$ cat config.mk
export PLATFORM = sky130hd
export DESIGN_NAME = xpc_config
export DESIGN_NICKNAME = d
export VERILOG_FILES = /design/src/design/xpc_pkg.sv /design/src/design/xpc_pin_if.sv /design/src/design/xpc_pin_sync.sv /design/src/design/xpc_config.sv
export SDC_FILE = /design/constraint.sdc
export NUM_CORES = 1
export LEC_CHECK = 0
export ABC_AREA = 0
export BUFFER_PORTS_ARGS = -buffer_cell sky130_fd_sc_hd__buf_2
export CAP_MARGIN = 15
export CORE_MARGIN = 2
export CORE_UTILIZATION = 51
export CTS_CLUSTER_DIAMETER = 150
export CTS_CLUSTER_SIZE = 12
export DETAILED_ROUTE_END_ITERATION = 6
export PLACE_DENSITY = 0.79
export SETUP_SLACK_MARGIN = 0.02
export SLEW_MARGIN = 0
export SYNTH_ARGS = -nofsm -noshare
export SYNTH_HDL_FRONTEND = slang
export SYNTH_SLANG_ARGS = --single-unit
export TNS_END_PERCENT = 10
$ cat constraint.sdc
create_clock -name mclk_i -period 1.45 [get_ports mclk_i]
set_clock_uncertainty 0.15 [all_clocks]
set_input_delay 0.145 -clock mclk_i [delete_from_list [all_inputs] [get_ports mclk_i]]
set_output_delay 0.145 -clock mclk_i [all_outputs]
set_load 0.02 [all_outputs]
$ cat src/design/xpc_pkg.sv
package xpc_pkg;

   // Switch geometry and serial frame layout
   localparam int NUM_OUT       = 16;
   localparam int SEL_W         = 5;
   localparam int FIELD_W       = SEL_W + 1;
   localparam int FRAME_BITS    = NUM_OUT * FIELD_W;
   localparam int FIELD_OFF_POS = SEL_W;

   // Reset and broadcast values of one output entry
   localparam logic [SEL_W-1:0] SEL_RST    = 5'h00;
   localparam logic             OFF_RST    = 1'h1;
   localparam logic [SEL_W-1:0] SEL_BCAST  = 5'h00;
   localparam logic             OFF_BCAST  = 1'h0;

   // Mode pin encoding
   localparam logic MODE_SERIAL = 1'h0;

   // Pin vector positions through the synchroniser
   localparam int PIN_SCLK  = 0;
   localparam int PIN_SELN  = 1;
   localparam int PIN_SDI   = 2;
   localparam int PIN_MODE  = 3;
   localparam int PIN_CFG   = 4;
   localparam int PIN_RSTO  = 5;
   localparam int PIN_BCAST = 6;
   localparam int NUM_PINS  = 7;

   // Idle pin levels: select high, everything else low
   localparam logic [NUM_PINS-1:0] PIN_IDLE = 7'h02;

   // Synchroniser depth
   localparam int SYNC_STAGES = 3;

endpackage

$ cat src/design/xpc_pin_if.sv
`timescale 1ns/1ps
interface xpc_pin_if #(
   parameter int N = 1
);
   logic [N-1:0] lvl;
   logic [N-1:0] rise;
   logic [N-1:0] fall;

   modport src (output lvl, output rise, output fall);
   modport dst (input  lvl, input  rise, input  fall);
endinterface

$ cat src/design/xpc_pin_sync.sv
`timescale 1ns/1ps
module xpc_pin_sync
   import xpc_pkg::*;
#(
   parameter int          N       = NUM_PINS,
   parameter logic [N-1:0] RST_VAL = PIN_IDLE
) (
   input  wire logic         mclk_i,  // System clock
   input  wire logic         rst_i,   // Synchronous reset, active high
   input  wire logic [N-1:0] raw_i,   // Asynchronous pin levels
   xpc_pin_if.src            pins     // Filtered levels and edge pulses
);

   ////////////////////////////////////////////////////////////////////////////
   // One three-stage chain per pin; a level is accepted once stages two and
   // three agree, which filters a single-cycle glitch on a slow host pin.
   genvar g;
   generate
      for (g = 0; g < N; g = g + 1) begin : g_pin
         logic s1_r, s2_r, s3_r, lvl_r, rise_r, fall_r;
         logic lvl_nxt, rise_nxt, fall_nxt;

         // Next filtered level and its edges
         always_comb begin
            lvl_nxt  = (s2_r == s3_r) ? s3_r : lvl_r;
            rise_nxt = lvl_nxt & ~lvl_r;
            fall_nxt = ~lvl_nxt & lvl_r;
         end

         // First stage feeds only the second
         always_ff @(posedge mclk_i) begin
            if (rst_i) begin
               s1_r   <= RST_VAL[g];
               s2_r   <= RST_VAL[g];
               s3_r   <= RST_VAL[g];
               lvl_r  <= RST_VAL[g];
               rise_r <= 1'h0;
               fall_r <= 1'h0;
            end else begin
               s1_r   <= raw_i[g];
               s2_r   <= s1_r;
               s3_r   <= s2_r;
               lvl_r  <= lvl_nxt;
               rise_r <= rise_nxt;
               fall_r <= fall_nxt;
            end
         end

         assign pins.lvl[g]  = lvl_r;
         assign pins.rise[g] = rise_r;
         assign pins.fall[g] = fall_r;
      end
   endgenerate

endmodule

$ cat src/design/xpc_config.sv
`timescale 1ns/1ps
// Summary of operation
// - Serial output carries the chain stream only in serial mode.
// - While shifting, serial output presents the bits already held in the register.
// - After a full 96-bit frame, each further shift sends its first bit onward.
// - One configure strobe updates all chained devices together, or each separately.
// - Reset override high holds every output disabled.
// - Reset override writes input 0 and off into every output entry.
// - Broadcast override high, with reset override low, enables every output on input 0.
// - Overrides act on level, without any shift clock edge.
// - Overrides ignore the serial bus and overwrite the active configuration.
// - Mode low selects serial programming; mode high stops shifting, as addressed programming is not built.
// - Frame is 16 six-bit fields, select LSB first then off bit, output 0 first.
// - Shifted data changes routing only on a configure pulse.
module xpc_config
   import xpc_pkg::*;
#(
   parameter int N_OUT = NUM_OUT,
   parameter int SW    = SEL_W
) (
   input  wire logic                  mclk_i,                     // System clock, 125 MHz
   input  wire logic                  rst_i,                      // Synchronous reset, active high
   input  wire logic                  sclk_i,                     // Host shift clock pin
   input  wire logic                  sel_n_i,                    // Host select pin, active low
   input  wire logic                  sdi_i,                      // Serial data in pin
   input  wire logic                  mode_i,                     // Mode pin, low is serial
   input  wire logic                  cfg_i,                      // Configure strobe pin
   input  wire logic                  ovr_reset_i,                // Reset override pin, active high
   input  wire logic                  force_all_on_input_zero_i,  // Broadcast override pin
   output logic                       sdo_o,                      // Serial data out to next device
   output logic [N_OUT*SW-1:0]        route_sel_o,                // Input selection per output
   output logic [N_OUT-1:0]           out_off_o                   // 1 = output high impedance
);

   localparam int FW    = SW + 1;
   localparam int FBITS = N_OUT * FW;

   ////////////////////////////////////////////////////////////////////////////
   // Elaboration checks: forced entries are built from the package select
   // width, so any other SW would misalign every field of the frame.

   generate
      if (N_OUT < 1) begin : g_bad_nout
         $error("xpc_config: N_OUT must be positive");
      end
      if (SW != SEL_W) begin : g_bad_sw
         $error("xpc_config: SW must equal the package select width");
      end
   endgenerate

   ////////////////////////////////////////////////////////////////////////////
   // Timing limits
   // Every pin crosses three flops and a level counts once stages two and
   // three agree, so a pin change is seen about four clocks later.
   // The host must hold each shift clock level, data bit and select level
   // for at least two clocks; a faster host loses bits.
   // Data and shift clock share the same path and delay, so their relation
   // at the pins carries over to the sampling edge.
   // Overrides use this path too: they act about five clocks after the pin
   // moves, with no shift clock, and the outputs stay glitch-free flops.

   ////////////////////////////////////////////////////////////////////////////
   // Pin synchronisers

   logic [NUM_PINS-1:0] raw_pins;

   assign raw_pins[PIN_SCLK]  = sclk_i;
   assign raw_pins[PIN_SELN]  = sel_n_i;
   assign raw_pins[PIN_SDI]   = sdi_i;
   assign raw_pins[PIN_MODE]  = mode_i;
   assign raw_pins[PIN_CFG]   = cfg_i;
   assign raw_pins[PIN_RSTO]  = ovr_reset_i;
   assign raw_pins[PIN_BCAST] = force_all_on_input_zero_i;

   xpc_pin_if #(.N(NUM_PINS)) pins ();

   xpc_pin_sync #(
      .N       (NUM_PINS),
      .RST_VAL (PIN_IDLE)
   ) u_sync (
      .mclk_i (mclk_i),
      .rst_i  (rst_i),
      .raw_i  (raw_pins),
      .pins   (pins)
   );

   logic sclk_rise, sclk_fall, sel_low, sdi_lvl, serial_mode, cfg_rise, rst_ovr, bcast_ovr;

   // Decoded pin views
   always_comb begin
      sclk_rise   = pins.rise[PIN_SCLK];
      sclk_fall   = pins.fall[PIN_SCLK];
      sel_low     = ~pins.lvl[PIN_SELN];
      sdi_lvl     = pins.lvl[PIN_SDI];
      serial_mode = (pins.lvl[PIN_MODE] == MODE_SERIAL);
      cfg_rise    = pins.rise[PIN_CFG];
      rst_ovr     = pins.lvl[PIN_RSTO];
      bcast_ovr   = pins.lvl[PIN_BCAST];
   end

   ////////////////////////////////////////////////////////////////////////////
   // Serial front end: arming and shift register

   typedef enum logic {
      PORT_IDLE,
      PORT_ARMED
   } xpc_port_state_t;

   xpc_port_state_t  port_r,   port_nxt;
   logic [FBITS-1:0] shift_r,  shift_nxt;
   logic             sdo_r,    sdo_nxt;
   logic             do_shift;

   // A rising clock seen with select low arms the port; bits are then taken on
   // falling edges. Raising select disarms, so a free-running clock after the
   // frame cannot push valid data past its place.
   always_comb begin
      port_nxt = port_r;
      case (port_r)
         PORT_IDLE: begin
            if (sel_low && sclk_rise) begin
               port_nxt = PORT_ARMED;
            end
         end
         PORT_ARMED: begin
            if (!sel_low) begin
               port_nxt = PORT_IDLE;
            end
         end
         default: begin
            port_nxt = PORT_IDLE;
         end
      endcase
   end

   // Port state register
   always_ff @(posedge mclk_i) begin
      if (rst_i) begin
         port_r <= PORT_IDLE;
      end else begin
         port_r <= port_nxt;
      end
   end

   // Addressed mode is not built: in that mode nothing shifts and the chain
   // output rests low, since chaining exists only in serial mode.
   always_comb begin
      do_shift  = (port_r == PORT_ARMED) && sel_low && sclk_fall && serial_mode;
      shift_nxt = shift_r;
      if (do_shift) begin
         shift_nxt = {shift_r[FBITS-2:0], sdi_lvl};
      end
      // The oldest held bit leads onward: stale bits first, then the new frame
      sdo_nxt = serial_mode ? shift_nxt[FBITS-1] : 1'h0;
   end

   // Shift state registers
   always_ff @(posedge mclk_i) begin
      if (rst_i) begin
         shift_r <= '0;
         sdo_r   <= 1'h0;
      end else begin
         shift_r <= shift_nxt;
         sdo_r   <= sdo_nxt;
      end
   end

   assign sdo_o = sdo_r;

   ////////////////////////////////////////////////////////////////////////////
   // Active configuration register

   logic [N_OUT*SW-1:0] sel_r, sel_nxt;
   logic [N_OUT-1:0]    off_r, off_nxt;
   logic [N_OUT*SW-1:0] frame_sel;
   logic [N_OUT-1:0]    frame_off;

   // Unpack the frame: first bit in sits at the top, so output 0 is the top
   // field and each select arrives LSB first.
   genvar k, b;
   generate
      for (k = 0; k < N_OUT; k = k + 1) begin : g_field
         for (b = 0; b < SW; b = b + 1) begin : g_bit
            assign frame_sel[k*SW+b] = shift_r[FBITS-1-k*FW-b];
         end
         assign frame_off[k] = shift_r[FBITS-1-k*FW-SW];
      end
   endgenerate

   // Overrides need no shift clock and win over any configure strobe; reset
   // override outranks broadcast. Level-held overrides keep rewriting the
   // entries, so the forced values stay after the pin drops.
   always_comb begin
      sel_nxt = sel_r;
      off_nxt = off_r;
      if (rst_ovr) begin
         sel_nxt = {N_OUT{SEL_RST}};
         off_nxt = {N_OUT{OFF_RST}};
      end else if (bcast_ovr) begin
         sel_nxt = {N_OUT{SEL_BCAST}};
         off_nxt = {N_OUT{OFF_BCAST}};
      end else if (cfg_rise) begin
         sel_nxt = frame_sel;
         off_nxt = frame_off;
      end
   end

   // Whole-register update in one edge, so no partial routing is ever seen
   always_ff @(posedge mclk_i) begin
      if (rst_i) begin
         sel_r <= {N_OUT{SEL_RST}};
         off_r <= {N_OUT{OFF_RST}};
      end else begin
         sel_r <= sel_nxt;
         off_r <= off_nxt;
      end
   end

   assign route_sel_o = sel_r;
   assign out_off_o   = off_r;

endmodule

==> impl_metrics.env, run 1 <==
export IMPL_status="complete, but fails checks"
export IMPL_violations="negative setup slack"
export IMPL_die_width_um=130
export IMPL_share_of_the_synthesized_area_in_compound_gates_ao_oa_aoi_oai=0.0188
export IMPL_ctsHtreeMaxLevel=1
export IMPL_final_util=0.618
export IMPL_yosys_area_share_adder=0
export IMPL_whs_endpoint="u_sync.g_pin[1].lvl_r"
export IMPL_finalWeightedCongestion=0.708
export IMPL_core_mm2=0.0157
export IMPL_clock_tree_root_cell="sky130_fd_sc_hd__clkbuf_16"
export IMPL_synth_simple_gate_area_frac=0.139
export IMPL_max_slew_margin=0.707
export IMPL_rsz_0062_raised_after_global_routing="true"
export IMPL_worstPathRequired_ps=1710
export IMPL_min_period_over_period=1.06
export IMPL_first_global_vias=4831
export IMPL_final_hold_viol_count=0
export IMPL_cts_num_sinks=225
export IMPL_clock_latency_ps=490
export IMPL_p_per_area_mw_per_mm2=1170
export IMPL_min_delay_start="rst_i"
export IMPL_timing_final_setup_violations=69
export IMPL_synth_cell_type_count=23
export IMPL_first_pass_iters=4
export IMPL_ir_worst_vdd_mv=0.912
export IMPL_power_leakage_nw=3.60
export IMPL_cp_arrival_ps=1800
export IMPL_detail_route_iter0_violations=137
export IMPL_final_max_slew_viol_count=0
export IMPL_numPortBuffers=105
export IMPL_chipHeight_um=130
export IMPL_worst_hold_path_num_cells=3
export IMPL_post_route_min_period_ps=1540
export IMPL_endpoint_kind="flop"
export IMPL_clock_tree_from_tritoncts="done"
export IMPL_drc=0
export IMPL_grt_overflow_total=0
export IMPL_synth_xor_area_frac=0
export IMPL_reg_to_reg_end="shift_r[33]"
export IMPL_cts_root_to_sink_buffers=3
export IMPL_die_area_mm2=0.0169
export IMPL_num_nets_final=845
export IMPL_routed_via_density=4.88
export IMPL_timing_setup_critical_path_class="flop to flop"
export IMPL_combinational_family_with_the_most_area_after_synthesis="multiplexers"
export IMPL_crit_path_start_kind="flop"
export IMPL_grt_first_pass_wirelength_um=23900
export IMPL_top_level_ports=106
export IMPL_syn_area_mm2=0.00812
export IMPL_layout_setup_ws_ps=-91.5
export IMPL_worst_setup_hold_path_clk_slew_ps=60
export IMPL_wl_per_cell_um=14.3
export IMPL_synth_area_per_cell_um2=11.4
export IMPL_most_common_layout_cells="sky130_fd_sc_hd__dfxtp_1, sky130_fd_sc_hd__mux2i_1, sky130_fd_sc_hd__buf_2"
export IMPL_groute_layer_met1_usage=0.240
export IMPL_all_layer_gr_usage=0.172
export IMPL_top_usage_layer="met2"
export IMPL_grt_antenna_before_repair=0
export IMPL_cts_inserted_buffers=22
export IMPL_max_freq_mhz=649
export IMPL_yosys_mux_area_fraction=0.238
export IMPL_core_rowCount=46
export IMPL_drv_max_cap_violation_count=0
export IMPL_min_path_type="input port to flop"
export IMPL_fin_tns_setup_ps=-2630
export IMPL_drive_gt1_frac=0.207
export IMPL_regToRegStartpoint="u_sync.g_pin[1].lvl_r"
export IMPL_detailroute_via_count=5138
export IMPL_worstMarginPinSlew_ps=437
export IMPL_postSynthCellCount=712
export IMPL_grt_met3_usage=0.0320
export IMPL_design_area_mm2=0.00971
export IMPL_wl_um=15100
export IMPL_area_growth_syn_to_fin_pct=19.6
export IMPL_initial_core_util=0.517
export IMPL_yosysWarnings=0
export IMPL_grt_start_max_net_pins=50
export IMPL_worstRegToRegCells=5
export IMPL_synth_ff_latch_count=225
export IMPL_use_met2=0.283
export IMPL_post_dp_hpwl_um=9620
export IMPL_layout_cells_most_common="sky130_fd_sc_hd__dfxtp_1"
export IMPL_postSynthNetCount=721
export IMPL_worst_reg_to_reg_setup_slack_ps=-90
export IMPL_post_dp_cell_area_mm2=0.00888
export IMPL_cp_max_fo=6
export IMPL_ant_nets=0
export IMPL_yosysSeqAreaShare=0.555
export IMPL_num_antenna_cells=0
[cells by family after synthesis]
family	count (synthesis)
flops	225
buf+inv	49
simple gates	215
mux	193
compound gates	30
[cells in the mapped netlist (all sizes together)]
cell type  number  area share
a21oi           7      0.0043
nor2           83       0.038
nor4bb          1      0.0012
or2             3      0.0023
nand4bb         1      0.0014
or3b            1      0.0011
buf            32       0.041
nand2b         97       0.075
nor4b           1      0.0011
nor2b          18       0.014
nor3            3      0.0018
or3             1     0.00077
mux2i         193        0.24
o21bai          1     0.00093
clkbuf         17      0.0079
o21ai          22       0.014
nand2           6      0.0028
dfxtp         225        0.55
[layer usage]
layer / vias up / part of all wire
met3: 16 / 0.038
li1: 2610 / -
met1: 2412 / 0.49
met4: 0 / 0.014
met2: 100 / 0.46
met5: - / 0
[layout make-up]
type	instances	area (µm²)
timing repair buffer	149	1110
tap	216	270
clock buffer	24	579
clock inverter	1	5.00
sequential	225	4510
multi-input combinational	438	3240
fill	1272	6000
[stage by stage]
stage	power [W]	setup WS (ps)	cells	hold WS [ps]
final	0.0114	-91.5	1053	12.4
after CTS	0.0115	-75.4	1048	10.8
after global placement	0.00657	-12.3	1013	182
after global routing	0.0117	-140	1053	26.6
after floorplan	0.00652	30.0	712	98.8
after detailed placement	0.00657	-87.9	1013	180
[flip-flops by register name, indices dropped and copies added (netlist names)]
signal               cells
shift_r                 96
sdo_o                    1
u_sync.g_pin.rise_r      2
route_sel_o             80
out_off_o               16
u_sync.g_pin.s1_r        7
port_r                   1
u_sync.g_pin.s2_r        7
u_sync.g_pin.lvl_r       7
u_sync.g_pin.s3_r        7
u_sync.g_pin.fall_r      1
[worst max path at each step]
stage                                startpoint           to  slack [ps]
after CTS                 u_sync.g_pin[3].lvl_r  shift_r[81]         -80
after global routing      u_sync.g_pin[1].lvl_r  shift_r[25]        -140
after global placement                   port_r  shift_r[10]         -10
final                     u_sync.g_pin[1].lvl_r  shift_r[33]         -90
after detailed placement  u_sync.g_pin[1].lvl_r  shift_r[62]         -90
after floorplan           u_sync.g_pin[1].lvl_r   shift_r[0]          30
[worst max-delay path, cell delays in order (launching register included)]
cell                        delay (ps)
sky130_fd_sc_hd__dfxtp_2           330
sky130_fd_sc_hd__nor4bb_4          290
sky130_fd_sc_hd__buf_4             190
sky130_fd_sc_hd__buf_8             140
sky130_fd_sc_hd__clkbuf_16         160
sky130_fd_sc_hd__mux2i_1           200
[what timing repair did]
action | in CTS | in global routing
gates resized for setup | 5 | 6
hold endpoints to repair | 18 | 0
buffers inserted | 0 | 1
gates cloned | 0 | 4
hold buffers | 10 | 0
endpoints found under the setup margin | 114 | 93
pin swaps | 1 | 1
[power breakdown]
group	internal [W]	total [W]	leakage [nW]	switching, W
Combinational	0.000114	0.000234	1.50	0.000120
Clock	0.00279	0.00490	0.289	0.00210
Sequential	0.00621	0.00622	1.82	0.0000127
Total	0.00911	0.0114	3.60	0.00224
Power figures use the tool's default switching activity.
==> run 2: changes to the inputs <==
- RECOVER_POWER: not set -> 100
==> run 2 against run 1 <==
Effect of this change: the run still ends with negative setup slack left; sequential power is essentially flat; sequential cell count is the same; register-to-register slack is essentially flat; final cell count is the same; sequential share of layout area grew 0.68 points; first-iteration DRC count shrank 3.6%; utilization shrank 0.95 points; via count grew 0.29%; wire length grew 0.51%.
==> impl_metrics.env, run 2 (synthesized netlist as in run 1, its figures left out) <==
export IMPL_numPortBuffers=105
export IMPL_most_common_layout_cells="sky130_fd_sc_hd__dfxtp_1, sky130_fd_sc_hd__mux2i_1, sky130_fd_sc_hd__nand2b_1"
export IMPL_ctsHtreeMaxLevel=1
export IMPL_multi_input_logic_area_mm2=0.00323
export IMPL_rsz_0062_raised_after_global_routing="true"
export IMPL_max_freq_mhz=650
export IMPL_routed_via_density=4.89
export IMPL_area_growth_syn_to_fin_pct=17.8
export IMPL_finalWeightedCongestion=0.708
export IMPL_top_usage_layer="met2"
export IMPL_worstMarginPinSlew_ps=560
export IMPL_detailroute_via_count=5153
export IMPL_drc=0
export IMPL_cts_inserted_buffers=22
export IMPL_timing_final_setup_violations=73
export IMPL_chipHeight_um=130
export IMPL_core_mm2=0.0157
export IMPL_crit_path_start_kind="flop"
export IMPL_status="complete, but fails checks"
export IMPL_cp_max_fo=6
export IMPL_layout_setup_ws_ps=-88.6
export IMPL_area_sequential_mm2=0.00451
export IMPL_worstPathRequired_ps=1710
export IMPL_violations="negative setup slack"
export IMPL_largest_register="shift_r"
export IMPL_layout_cells_most_common="sky130_fd_sc_hd__dfxtp_1"
export IMPL_num_fill_cells=1316
export IMPL_all_layer_gr_usage=0.172
export IMPL_ant_nets=0
export IMPL_cts_num_sinks=225
export IMPL_power_leakage_nw=3.27
export IMPL_grt_antenna_before_repair=0
export IMPL_die_area_mm2=0.0169
export IMPL_post_route_min_period_ps=1540
export IMPL_post_dp_hpwl_um=9620
export IMPL_design_area_mm2=0.00956
export IMPL_critical_path_s_slowest_cell="sky130_fd_sc_hd__dfxtp_2"
export IMPL_use_met2=0.283
export IMPL_first_pass_iters=4
export IMPL_timing_setup_critical_path_class="flop to flop"
export IMPL_final_max_slew_viol_count=0
export IMPL_detail_route_iter0_violations=132
export IMPL_cts_root_to_sink_buffers=3
export IMPL_min_path_type="input port to flop"
export IMPL_fin_tns_setup_ps=-2460
export IMPL_wl_um=15200
export IMPL_ir_worst_vdd_mv=0.924
export IMPL_top_level_ports=106
export IMPL_worst_setup_hold_path_clk_slew_ps=60
export IMPL_clock_tree_root_cell="sky130_fd_sc_hd__clkbuf_16"
export IMPL_grt_met3_usage=0.0320
export IMPL_first_global_vias=4831
export IMPL_worst_hold_path_num_cells=3
export IMPL_p_per_area_mw_per_mm2=1190
export IMPL_clock_latency_ps=490
export IMPL_final_util=0.609
export IMPL_post_dp_cell_area_mm2=0.00888
export IMPL_grt_start_max_net_pins=50
export IMPL_endpoint_kind="flop"
export IMPL_min_period_over_period=1.06
export IMPL_groute_layer_met1_usage=0.240
export IMPL_final_hold_viol_count=0
export IMPL_core_rowCount=46
export IMPL_grt_overflow_total=0
export IMPL_cp_arrival_ps=1800
export IMPL_crit_path_max_incr_delay_ps=330
export IMPL_num_nets_final=845
export IMPL_initial_core_util=0.517
export IMPL_crit_path_cell_trace="nor4bb_4 -> buf_4 -> buf_8 -> clkbuf_16 -> mux2i_1"
export IMPL_num_antenna_cells=0
export IMPL_drive_gt1_frac=0.112
export IMPL_worstRegToRegCells=5
export IMPL_wl_per_cell_um=14.4
export IMPL_worst_hold_slack_ps=38.6
export IMPL_die_width_um=130
export IMPL_clock_tree_from_tritoncts="done"
export IMPL_max_slew_margin=0.627
export IMPL_grt_first_pass_wirelength_um=23900
export IMPL_drv_max_cap_violation_count=0
export IMPL_largest_register_ff_count=96
## run 2: cell types whose count changed in the layout (fill, tap and decap cells not counted), moves of 2 or more
cell,delta
sky130_fd_sc_hd__buf_12,-4
sky130_fd_sc_hd__buf_2,-92
sky130_fd_sc_hd__buf_4,-3
sky130_fd_sc_hd__buf_6,+3
sky130_fd_sc_hd__clkbuf_1,+77
sky130_fd_sc_hd__clkbuf_2,+17
sky130_fd_sc_hd__clkbuf_4,+2
## run 2: path summary, 6_finish.rpt
check	from	endpoint	slack, ps
max	u_sync.g_pin[1].lvl_r	shift_r[33]	-90
min	rst_i	u_sync.g_pin[3].s1_r	40
max reg2reg	u_sync.g_pin[1].lvl_r	shift_r[33]	-90
min reg2reg	u_sync.g_pin[4].lvl_r	u_sync.g_pin[4].rise_r	250
## run 2: area by class of cell
cell class                 count  area share
sequential                   225       0.471
clock inverter                 1    0.000523
timing repair buffer         149       0.101
multi-input combinational    438       0.338
tap                          216      0.0283
clock buffer                  24      0.0606
## run 2: critical path: cells and delay by family, from the launching register on
family,cells,cell delay (ps)
buffers and inverters,3,500
DFF,1,330
muxes,1,200
and+or+nand+nor,1,290
## run 2: repair_timing
item | 4_1_cts | 5_1_grt
pin swaps | 1 | 1
endpoints found under the setup margin | 114 | 93
endpoints found under the hold margin | 18 | 0
hold buffers | 10 | 0
resized for setup | 5 | 6
buffers inserted | 0 | 1
cloned | 0 | 4
## run 2: through the flow
stage                     power (W)  worst slack (ps)  std cells
final                        0.0113             -88.6       1053
after global routing         0.0117              -140       1053
after CTS                    0.0115             -75.4       1048
after detailed placement    0.00657             -87.9       1013
after global placement      0.00657             -12.3       1013
after floorplan             0.00652              30.0        712
## run 2: routing by layer
layer  routed length [µm]  up-vias
li1                     -     2616
met2                 6920       91
met4                  213        0
met5                    0        -
met1                 7500     2430
met3                  523       16
## run 2: power by group
group,internal (W),total (W),leakage (nW),switching [W]
clock network,0.00279,0.00489,0.289,0.00210
logic,0.000104,0.000222,1.17,0.000118
registers,0.00621,0.00622,1.82,0.0000128
